$ cat src/plr_pkg.sv
// constants and types shared by the payload router and its controller
// assumes one core clock; all ports synchronous to it
package plr_pkg;
  // device write-port addresses
  localparam logic [7:0] ADDR_BANK1 = 8'hDC;
  localparam logic [7:0] ADDR_BANK2 = 8'hDD;
  localparam logic [7:0] ADDR_BANK3 = 8'hDE;
  localparam logic [7:0] ADDR_STUFF = 8'hE4;
  localparam logic [7:0] ADDR_CTRL  = 8'hE7;
  localparam logic [7:0] ADDR_FILL  = 8'hEA;
  localparam logic [7:0] ADDR_ROUTE = 8'hED;

  // control register bit positions and width
  localparam int unsigned CTL_ROUTE_EN = 0;
  localparam int unsigned CTL_PATTERN_GENERATOR_DISABLE = 1;
  localparam int unsigned CTL_PATTERN_GENERATOR_RESTART = 2;
  localparam int unsigned CTL_GROOM    = 3;
  localparam int unsigned CTL_AUX      = 4;
  localparam int unsigned CTL_W        = 5;

  // table entry layout and routing codes
  localparam int unsigned ENT_W   = 7;
  localparam int unsigned ENT_INS = 6;
  localparam int unsigned NUM_CH  = 3;
  localparam int unsigned NUM_ENT = 64;
  localparam logic [1:0] RT_DISCARD = 2'h0;
  localparam logic [1:0] RT_PCM_TX_SERIAL_DATA    = 2'h1;
  localparam logic [1:0] RT_PATT    = 2'h2;
  localparam logic [1:0] RT_DELAY   = 2'h3;

  localparam logic [2:0]  BIT_LAST  = 3'h7;
  localparam logic [7:0]  RST_BYTE  = 8'h00;
  localparam logic [3:0]  RST_STUFF = 4'h0;
  localparam logic [14:0] RST_LFSR  = 15'h0001;
  localparam logic [6:0]  LFSR_HI0  = 7'h00;

  // controller APB offsets and the FRAME register run bit
  localparam logic [7:0] APB_CMD   = 8'h00;
  localparam logic [7:0] APB_FRAME = 8'h04;
  localparam logic [7:0] APB_PATT  = 8'h08;
  localparam logic [7:0] APB_STAT  = 8'h0C;
  localparam int unsigned FRM_RUN  = 8;

  typedef enum logic [1:0] {
    PLR_IDLE = 2'b00,
    PLR_RUN  = 2'b01
  } plr_state_t;
endpackage

$ cat src/plr_link_if.sv
// pins between the framer controller and the payload router
// assumes both ends run on the same core clock
`timescale 1ns/1ps
interface plr_link_if;
  logic       pcm_frame_sync;
  logic       pcm_tx_serial_data;
  logic       pcm_add_serial_data;
  logic       insert;
  logic       mpu_wr;
  logic [7:0] mpu_addr;
  logic [7:0] mpu_wdata;

  modport dev (
    input  pcm_frame_sync,
    input  pcm_tx_serial_data,
    input  pcm_add_serial_data,
    input  mpu_wr,
    input  mpu_addr,
    input  mpu_wdata,
    output insert
  );

  modport ctl (
    output pcm_frame_sync,
    output pcm_tx_serial_data,
    output pcm_add_serial_data,
    output mpu_wr,
    output mpu_addr,
    output mpu_wdata,
    input  insert
  );
endinterface

$ cat src/plr_router.sv
// transmit payload router: routing table, delay buffer, pattern source, banks
// assumes one serial bit per core clock, frame sync synchronous to the clock
//
// Local design decision: register access over APB.
`timescale 1ns/1ps
module plr_router (
  input  wire logic        i_core_clk,       // core clock
  input  wire logic        i_nrst,           // sync reset, active low
  plr_link_if.dev          link,             // pins to the controller
  output logic [23:0]      o_ch_data,        // byte per channel, ch1 low
  output logic [2:0]       o_ch_valid,       // byte strobe per channel
  output logic [7:0]       o_bank_one,       // bank pattern one
  output logic [7:0]       o_bank_two,       // bank pattern two
  output logic [7:0]       o_bank_three,     // bank pattern three
  output logic             o_rx_groom_on,    // bank three is signaling buffer
  output logic             o_tx_aux_on,      // bank three holds aux data
  output logic [7:0]       o_ber_pattern,    // reference for the error meter
  output logic [3:0]       o_stuff_bits      // stuff value, bit 0 sent first
);

  function automatic logic [14:0] plr_step8(input logic [14:0] s);
    logic [14:0] r;
    r = s;
    for (int k = 0; k < 8; k++) begin
      r = {r[13:0], r[14] ^ r[13]};
    end
    return r;
  endfunction

  function automatic logic wr_hit(input logic wr, input logic [7:0] a, input logic [7:0] want);
    return wr && (a == want);
  endfunction

  plr_pkg::plr_state_t                 state_ff, nxt_state;
  logic [plr_pkg::CTL_W-1:0]           ctrl_ff, nxt_ctrl;
  logic [3:0]                          stuff_ff, nxt_stuff;
  logic [7:0]                          fill_ff, nxt_fill;
  logic [7:0]                          bank_ff [3];
  logic [7:0]                          nxt_bank [3];
  logic [plr_pkg::ENT_W-1:0]           table_ff [plr_pkg::NUM_ENT];
  logic [plr_pkg::ENT_W-1:0]           nxt_table [plr_pkg::NUM_ENT];
  logic [5:0]                          ptr_ff, nxt_ptr;
  logic                                sync_d_ff, nxt_sync_d;
  logic [2:0]                          bit_ff, nxt_bit;
  logic [5:0]                          slot_ff, nxt_slot;
  logic [7:0]                          tsh_ff, nxt_tsh;
  logic [7:0]                          ash_ff, nxt_ash;
  logic [7:0]                          dly_ff, nxt_dly;
  logic [14:0]                         lfsr_ff, nxt_lfsr;
  logic                                ins_ff, nxt_ins;
  logic [23:0]                         chd_ff, nxt_chd;
  logic [2:0]                          chv_ff, nxt_chv;
  logic [7:0]                          ber_ff, nxt_ber;

  // write port and configuration
  always_comb begin
    logic ctl_wr;
    ctl_wr    = wr_hit(link.mpu_wr, link.mpu_addr, plr_pkg::ADDR_CTRL);
    nxt_ctrl  = ctrl_ff;
    nxt_stuff = stuff_ff;
    nxt_fill  = fill_ff;
    nxt_bank  = bank_ff;
    nxt_table = table_ff;
    nxt_ptr   = ptr_ff;
    if (ctl_wr) begin
      nxt_ctrl = link.mpu_wdata[plr_pkg::CTL_W-1:0];
      nxt_ctrl[plr_pkg::CTL_PATTERN_GENERATOR_RESTART] = 1'b0;
      if (link.mpu_wdata[plr_pkg::CTL_ROUTE_EN] && !ctrl_ff[plr_pkg::CTL_ROUTE_EN]) begin
        nxt_ptr = 6'h00;
      end
    end
    if (wr_hit(link.mpu_wr, link.mpu_addr, plr_pkg::ADDR_BANK1)) begin
      nxt_bank[0] = link.mpu_wdata;
    end
    if (wr_hit(link.mpu_wr, link.mpu_addr, plr_pkg::ADDR_BANK2)) begin
      nxt_bank[1] = link.mpu_wdata;
    end
    if (wr_hit(link.mpu_wr, link.mpu_addr, plr_pkg::ADDR_BANK3)) begin
      nxt_bank[2] = link.mpu_wdata;
    end
    if (wr_hit(link.mpu_wr, link.mpu_addr, plr_pkg::ADDR_STUFF)) begin
      nxt_stuff = link.mpu_wdata[3:0];
    end
    if (wr_hit(link.mpu_wr, link.mpu_addr, plr_pkg::ADDR_FILL)) begin
      nxt_fill = link.mpu_wdata;
    end
    // table writes only while access stays enabled
    if (wr_hit(link.mpu_wr, link.mpu_addr, plr_pkg::ADDR_ROUTE) && ctrl_ff[plr_pkg::CTL_ROUTE_EN]) begin
      nxt_table[ptr_ff] = link.mpu_wdata[plr_pkg::ENT_W-1:0];
      nxt_ptr = ptr_ff + 6'h01;
    end
  end

  // slot timing, capture and routing
  always_comb begin
    logic                      rise;
    logic                      slot_end;
    logic [7:0]                tbyte;
    logic [7:0]                abyte;
    logic [7:0]                patt;
    logic [plr_pkg::ENT_W-1:0] ent;
    logic [1:0]                code;
    logic                      patt_used;
    logic                      restart;
    rise      = link.pcm_frame_sync && !sync_d_ff;
    tbyte     = {link.pcm_tx_serial_data, tsh_ff[7:1]};
    abyte     = {link.pcm_add_serial_data, ash_ff[7:1]};
    ent       = table_ff[slot_ff];
    slot_end  = (state_ff == plr_pkg::PLR_RUN) && (bit_ff == plr_pkg::BIT_LAST) && !rise;
    patt      = ctrl_ff[plr_pkg::CTL_PATTERN_GENERATOR_DISABLE] ? fill_ff : lfsr_ff[7:0];
    patt_used = 1'b0;
    code      = plr_pkg::RT_DISCARD;
    restart   = wr_hit(link.mpu_wr, link.mpu_addr, plr_pkg::ADDR_CTRL) &&
                link.mpu_wdata[plr_pkg::CTL_PATTERN_GENERATOR_RESTART] && !nxt_ctrl[plr_pkg::CTL_PATTERN_GENERATOR_DISABLE];
    nxt_sync_d = link.pcm_frame_sync;
    nxt_state  = state_ff;
    nxt_bit    = bit_ff;
    nxt_slot   = slot_ff;
    nxt_tsh    = tbyte;
    nxt_ash    = abyte;
    nxt_dly    = dly_ff;
    nxt_chd    = chd_ff;
    nxt_chv    = 3'h0;
    nxt_ber    = patt;
    if (rise) begin
      nxt_state = plr_pkg::PLR_RUN;
      nxt_bit   = 3'h1;
      nxt_slot  = 6'h00;
    end else if (state_ff == plr_pkg::PLR_RUN) begin
      nxt_bit = bit_ff + 3'h1;
      if (bit_ff == plr_pkg::BIT_LAST) begin
        nxt_slot = slot_ff + 6'h01;
      end
    end
    if (slot_end) begin
      for (int c = 0; c < plr_pkg::NUM_CH; c++) begin
        code = ent[2*c +: 2];
        nxt_chv[c] = (code != plr_pkg::RT_DISCARD);
        case (code)
          plr_pkg::RT_PCM_TX_SERIAL_DATA: begin
            nxt_chd[8*c +: 8] = tbyte;
          end
          plr_pkg::RT_PATT: begin
            nxt_chd[8*c +: 8] = patt;
            patt_used = 1'b1;
          end
          plr_pkg::RT_DELAY: begin
            nxt_chd[8*c +: 8] = dly_ff;
          end
          default: begin
            nxt_chd[8*c +: 8] = chd_ff[8*c +: 8];
          end
        endcase
      end
      nxt_dly = ent[plr_pkg::ENT_INS] ? abyte : tbyte;
    end
    nxt_lfsr = lfsr_ff;
    if (restart) begin
      nxt_lfsr = {plr_pkg::LFSR_HI0, fill_ff};
    end else if (patt_used && !ctrl_ff[plr_pkg::CTL_PATTERN_GENERATOR_DISABLE]) begin
      nxt_lfsr = plr_step8(lfsr_ff);
    end
    nxt_ins = (nxt_state == plr_pkg::PLR_RUN) && table_ff[nxt_slot][plr_pkg::ENT_INS];
  end

  always_ff @(posedge i_core_clk) begin
    if (!i_nrst) begin
      state_ff  <= plr_pkg::PLR_IDLE;
      ctrl_ff   <= '0;
      stuff_ff  <= plr_pkg::RST_STUFF;
      fill_ff   <= plr_pkg::RST_BYTE;
      bank_ff   <= '{default: plr_pkg::RST_BYTE};
      table_ff  <= '{default: '0};
      ptr_ff    <= 6'h00;
      sync_d_ff <= 1'b0;
      bit_ff    <= 3'h0;
      slot_ff   <= 6'h00;
      tsh_ff    <= plr_pkg::RST_BYTE;
      ash_ff    <= plr_pkg::RST_BYTE;
      dly_ff    <= plr_pkg::RST_BYTE;
      lfsr_ff   <= plr_pkg::RST_LFSR;
      ins_ff    <= 1'b0;
      chd_ff    <= 24'h000000;
      chv_ff    <= 3'h0;
      ber_ff    <= plr_pkg::RST_BYTE;
    end else begin
      state_ff  <= nxt_state;
      ctrl_ff   <= nxt_ctrl;
      stuff_ff  <= nxt_stuff;
      fill_ff   <= nxt_fill;
      bank_ff   <= nxt_bank;
      table_ff  <= nxt_table;
      ptr_ff    <= nxt_ptr;
      sync_d_ff <= nxt_sync_d;
      bit_ff    <= nxt_bit;
      slot_ff   <= nxt_slot;
      tsh_ff    <= nxt_tsh;
      ash_ff    <= nxt_ash;
      dly_ff    <= nxt_dly;
      lfsr_ff   <= nxt_lfsr;
      ins_ff    <= nxt_ins;
      chd_ff    <= nxt_chd;
      chv_ff    <= nxt_chv;
      ber_ff    <= nxt_ber;
    end
  end

  // banks read freely by both directions
  assign o_bank_one    = bank_ff[0];
  assign o_bank_two    = bank_ff[1];
  assign o_bank_three  = bank_ff[2];
  assign o_rx_groom_on = ctrl_ff[plr_pkg::CTL_GROOM];
  assign o_tx_aux_on   = ctrl_ff[plr_pkg::CTL_AUX];
  assign o_ber_pattern = ber_ff;
  assign o_stuff_bits  = stuff_ff;
  assign o_ch_data     = chd_ff;
  assign o_ch_valid    = chv_ff;
  assign link.insert   = ins_ff;

endmodule

$ cat src/flat_wrapper.sv
// flat-port wrapper written by rule: the top's interface ports become plain ports
module plr_router_flat 
  (i_core_clk, i_nrst, o_ch_data, o_ch_valid, o_bank_one, o_bank_two, o_bank_three, o_rx_groom_on, o_tx_aux_on, o_ber_pattern, o_stuff_bits, link_pcm_frame_sync, link_pcm_tx_serial_data, link_pcm_add_serial_data, link_mpu_wr, link_mpu_addr, link_mpu_wdata, link_insert);
  plr_link_if link_i ();
  input  wire logic i_core_clk;
  input  wire logic i_nrst;
  output logic [23:0] o_ch_data;
  output logic [2:0] o_ch_valid;
  output logic [7:0] o_bank_one;
  output logic [7:0] o_bank_two;
  output logic [7:0] o_bank_three;
  output logic o_rx_groom_on;
  output logic o_tx_aux_on;
  output logic [7:0] o_ber_pattern;
  output logic [3:0] o_stuff_bits;
  input wire logic [$bits(link_i.pcm_frame_sync)-1:0] link_pcm_frame_sync;
  input wire logic [$bits(link_i.pcm_tx_serial_data)-1:0] link_pcm_tx_serial_data;
  input wire logic [$bits(link_i.pcm_add_serial_data)-1:0] link_pcm_add_serial_data;
  input wire logic [$bits(link_i.mpu_wr)-1:0] link_mpu_wr;
  input wire logic [$bits(link_i.mpu_addr)-1:0] link_mpu_addr;
  input wire logic [$bits(link_i.mpu_wdata)-1:0] link_mpu_wdata;
  output wire logic [$bits(link_i.insert)-1:0] link_insert;
  assign link_i.pcm_frame_sync = link_pcm_frame_sync;
  assign link_i.pcm_tx_serial_data = link_pcm_tx_serial_data;
  assign link_i.pcm_add_serial_data = link_pcm_add_serial_data;
  assign link_i.mpu_wr = link_mpu_wr;
  assign link_i.mpu_addr = link_mpu_addr;
  assign link_i.mpu_wdata = link_mpu_wdata;
  assign link_insert = link_i.insert;
  plr_router u_core (.i_core_clk(i_core_clk), .i_nrst(i_nrst), .link(link_i), .o_ch_data(o_ch_data), .o_ch_valid(o_ch_valid), .o_bank_one(o_bank_one), .o_bank_two(o_bank_two), .o_bank_three(o_bank_three), .o_rx_groom_on(o_rx_groom_on), .o_tx_aux_on(o_tx_aux_on), .o_ber_pattern(o_ber_pattern), .o_stuff_bits(o_stuff_bits));
endmodule
$ cat config.mk
export PLATFORM = sky130hd
export DESIGN_NAME = plr_router_flat
export DESIGN_NICKNAME = d
export VERILOG_FILES = /design/src/plr_pkg.sv /design/src/plr_link_if.sv /design/src/plr_router.sv /design/src/flat_wrapper.sv
export SDC_FILE = /design/constraint.sdc
export NUM_CORES = 1
export LEC_CHECK = 0
export BUFFER_PORTS_ARGS = -buffer_cell sky130_fd_sc_hd__buf_2
export CAP_MARGIN = 30
export CELL_PAD_IN_SITES_DETAIL_PLACEMENT = 0
export CELL_PAD_IN_SITES_GLOBAL_PLACEMENT = 1
export CORE_ASPECT_RATIO = 0.8
export CORE_MARGIN = 2
export CORE_UTILIZATION = 48
export DETAILED_ROUTE_END_ITERATION = 12
export PLACE_DENSITY_LB_ADDON = 0.1
export SYNTH_ARGS = -nofsm -noshare
export SYNTH_HDL_FRONTEND = slang
export SYNTH_SLANG_ARGS = --single-unit
$ cat constraint.sdc
create_clock -name i_core_clk -period 3.15 [get_ports i_core_clk]
set_input_delay 0.1575 -clock i_core_clk [delete_from_list [all_inputs] [get_ports i_core_clk]]
set_output_delay 0.1575 -clock i_core_clk [all_outputs]
set_load 0.01 [all_outputs]
==> flow_metrics.py <==
metrics = {
    "outcome": {
        "status": "finished, final reports clean",
    },
    "floorplan": {
        "ios": 88,
        "start_util": 0.486,
        "core_area_um2": 55300,
        "fp.dieW_um": 268,
        "placementRows": 77,
        "die_h_um": 216,
        "die_area_um2": 57900,
    },
    "power": {
        "power_frac_seq": 0.477,
        "leakagePower_nw": 10.5,
        "switching_share": 0.220,
        "intPower_mw": 12.0,
        "p_sw_mw": 3.38,
        "peakVddDrop_mv": 0.414,
        "cellPowerDensity_nw_per_um2": 487,
        "combPwrFrac": 0.027,
        "pwr-share-clk": 0.496,
        "power.total_mw": 15.4,
    },
    "cts": {
        "cts_root_buf": "clkbuf_16",
        "clk_pin_slew_ps": 60,
        "clkLatencyLatePin_ps": 630,
        "cts_buffers": 59,
        "htreeDepth": 2,
        "cts.sink_count": 579,
        "cts_tree": "done",
        "cts_max_path_buffers": 3,
    },
    "worst_setup_path": {
        "crit_chain": "buf_12, buf_6, mux4_2, a2bb2oi_4, a211oi_4, buf_6, a211oi_4, a31oi_4, o22ai_2, o21a_1, buf_12, nor2_8, mux2i_1",
        "cp.arrival_ps": 3700,
        "cp_top_family": "compound AO/OA/AOI/OAI gates",
        "worst-path-buf-inv": 4,
        "crit_required_ps": 3710,
        "crit_fanout": 8,
        "path_class": "reg -> reg",
        "cp-start-kind": "flip-flop",
        "max_stage_delay_ps": 570,
        "end_kind": "flip-flop",
        "crit_path_top_delay_cell": "mux4_2",
    },
    "cells_and_area": {
        "num_antenna_cells": 0,
        "final_common_cell": "nand2_1",
        "layout.nets": 3234,
        "area_growth_pct": 17.5,
        "drive_above_1_share": 0.172,
        "finish.utilization": 0.571,
        "design_area_um2": 31600,
        "layout_common_cells": "nand2_1 (1023), dfxtp_1 (576), a21boi_0 (451)",
        "final_cells": 4008,
    },
    "grt": {
        "grt.total_usage": 0.302,
        "antenna_found_initial": 1,
        "grt_pass1_wl_mm": 134,
        "grt_max_degree": 197,
        "grt_pass1_vias": 22200,
        "grt.overflow.total": 0,
    },
    "placement": {
        "placed_cells": 3869,
        "routabilityCongestion": 0.931,
        "portBuffers": 87,
        "placed_area_um2": 28900,
        "hpwl_mm": 60.3,
        "post-place-ws_ps": -140,
    },
    "routing": {
        "vias_per_cell": 5.73,
        "vias": 23000,
        "routed_wl_mm": 88.9,
        "drc": 0,
        "drt_pass1_iterations": 6,
        "post_drt_wl_per_cell_um": 22.2,
        "drt-initial-drc-count": 2275,
        "final_antenna_net_count": 0,
    },
    "sta": {
        "skew_ps": 24.3,
        "rsz0062_at_grt": "true",
        "setup_violations": 0,
        "hold-worst-slack_ps": 42.5,
        "layout_min_cycle_time_ps": 3140,
        "slew-limit-headroom": 0.289,
        "finalHoldViolations": 0,
        "tightestPinTransition_ps": 1070,
        "setup_slack_ps": 5.97,
        "final_max_slew_viol_count": 0,
        "finalSetupTns_ps": 0,
        "fin_crit_sh": 0.998,
        "max_freq_ghz": 0.318,
    },
    "yosys": {
        "netlist_area_um2": 26900,
        "synth_fa_ha_area_frac": 0.00186,
        "ys_warn_count": 0,
        "synth_nets": 3075,
        "synthMuxAreaShare": 0.147,
        "synth_xor_area_frac": 0.00457,
        "ys.flop_type": "dfxtp_1",
        "synth_top_family_by_area": "simple AND/OR/NAND/NOR gates",
        "ys_ff_latch": 579,
        "synth_compound_area_frac": 0.179,
        "ys_seq_area_frac": 0.432,
        "syn_inst": 3049,
        "synth_cell_types": 69,
        "synth-edff-count": 0,
        "synth_area_per_cell_um2": 8.81,
        "yosys.area_share.simple": 0.198,
        "ys_async_sr_fraction": 0,
    },
    "flow_run": {
        "maxCapViolCount": 0,
    },
    "hold_path": {
        "worst_hold_path_type": "in -> reg",
    },
}
-- sequential cells by signal, indices dropped and copies added, names as in the netlist, 7 cells and up --
name	count
u_core.o_ch_data	24
u_core.dly_ff	8
u_core.o_bank_one	8
u_core.o_bank_three	8
u_core.table_ff	448
u_core.fill_ff	8
u_core.ash_ff	7
u_core.tsh_ff	7
u_core.lfsr_ff	15
u_core.o_ber_pattern	8
u_core.o_bank_two	8
-- logic make-up (layout without fill, tap and decap cells) --
kind of cell | count (synthesis) | after routing
flops | 579 | 579
buf+inv | 210 | 418
simple gates | 1300 | 1300
fa+ha+maj | 4 | 4
compound gates | 670 | 671
xor+xnor | 14 | 14
mux | 272 | 272
-- path summary, 6_finish.rpt --
kind | endpoint | depth (start not counted) | start | slack (ps)
worst max-delay path | u_core.lfsr_ff[5]$_SDFFE_PN0P_ | 13 | u_core.slot_ff[0]$_SDFF_PN0_ | 6
worst min-delay path | u_core.table_ff[112]$_SDFFE_PN0P_ | 3 | link_mpu_wdata[0] | 40
worst min register to register | u_core.ash_ff[4]$_SDFF_PN0_ | 1 | u_core.ash_ff[5]$_SDFF_PN0_ | 460
worst max register to register | u_core.lfsr_ff[5]$_SDFFE_PN0P_ | 13 | u_core.slot_ff[0]$_SDFF_PN0_ | 6
-- timing repair --
item,CTS,global route
gates resized for setup,11,43
hold buffers,7,0
pin swaps,0,5
endpoints found under the hold margin,35,0
endpoints found under the setup margin,32,50
gates cloned,0,5
buffers inserted,0,14
-- layer usage --
| layer | vias up | share of wire | track usage |
|---|---|---|---|
| li1 | 10700 | - | - |
| met1 | 11300 | 0.47 | 0.438 |
| met2 | 791 | 0.42 | 0.448 |
| met3 | 172 | 0.079 | 0.0664 |
| met4 | 0 | 0.032 | 0.0946 |
| met5 | - | 0 | 0 |
-- layout make-up --
cell class | count | area [um2]
Clock buffer | 89 | 1810
Clock inverter | 22 | 309
Fill cell | 4993 | 23700
Inverter | 6 | 22.5
Multi-Input combinational cell | 2261 | 14500
Sequential cell | 579 | 11600
Tap cell | 750 | 938
Timing Repair Buffer | 301 | 2420
-- cells in the mapped netlist, types with 3 or more instances --
cell       count  share of area
a22oi_1        8         0.0022
nor2b_1       60          0.014
clkbuf_1     152          0.021
buf_2         19         0.0035
o31a_1         4         0.0013
dfxtp_1      579           0.43
buf_12         3         0.0022
o221ai_1       7         0.0023
a21boi_0     451           0.13
nand2_1     1024           0.14
and2_1        35         0.0082
mux4_2        93          0.078
ha_1           4         0.0019
a211oi_1      18         0.0050
o21ai_0       51         0.0095
or3_1          5         0.0012
nand2b_1       8         0.0019
nand3_1       17         0.0032
nor3_1         4        0.00075
a2111oi_0      4         0.0013
mux2i_1      151          0.056
buf_6         11         0.0046
and3b_1        4         0.0013
buf_4         10         0.0028
buf_8          4         0.0022
xnor2_1       13         0.0042
nand3b_1       8         0.0022
a21oi_1       77          0.014
a31oi_1        5         0.0012
mux2_2        24          0.010
o22ai_1        5         0.0012
and3_1         4        0.00093
inv_1          5        0.00070
nor3b_1        3        0.00084
a2bb2oi_1      4         0.0013
nor2_1       118          0.016
buf_1          5        0.00070
a221oi_1      15         0.0049
-- power by group through the flow --
| stage | clock [mW] | sequential (mW) | combinational [mW] |
|---|---|---|---|
| 4_1_cts | 7.75 | 7.34 | 0.401 |
| 5_1_grt | 8.04 | 7.33 | 0.436 |
| 3_3_place_gp | 0 | 7.50 | 0.390 |
| 6_report | 7.63 | 7.34 | 0.413 |
| 3_5_place_dp | 0 | 7.50 | 0.393 |
| 2_1_floorplan | 0 | 7.50 | 0.259 |
-- worst min-delay path: stages --
cell and delay [ps]:
buf_2 270, nand2_1 120, a21boi_0 70
(Power assumes the default switching activity.)
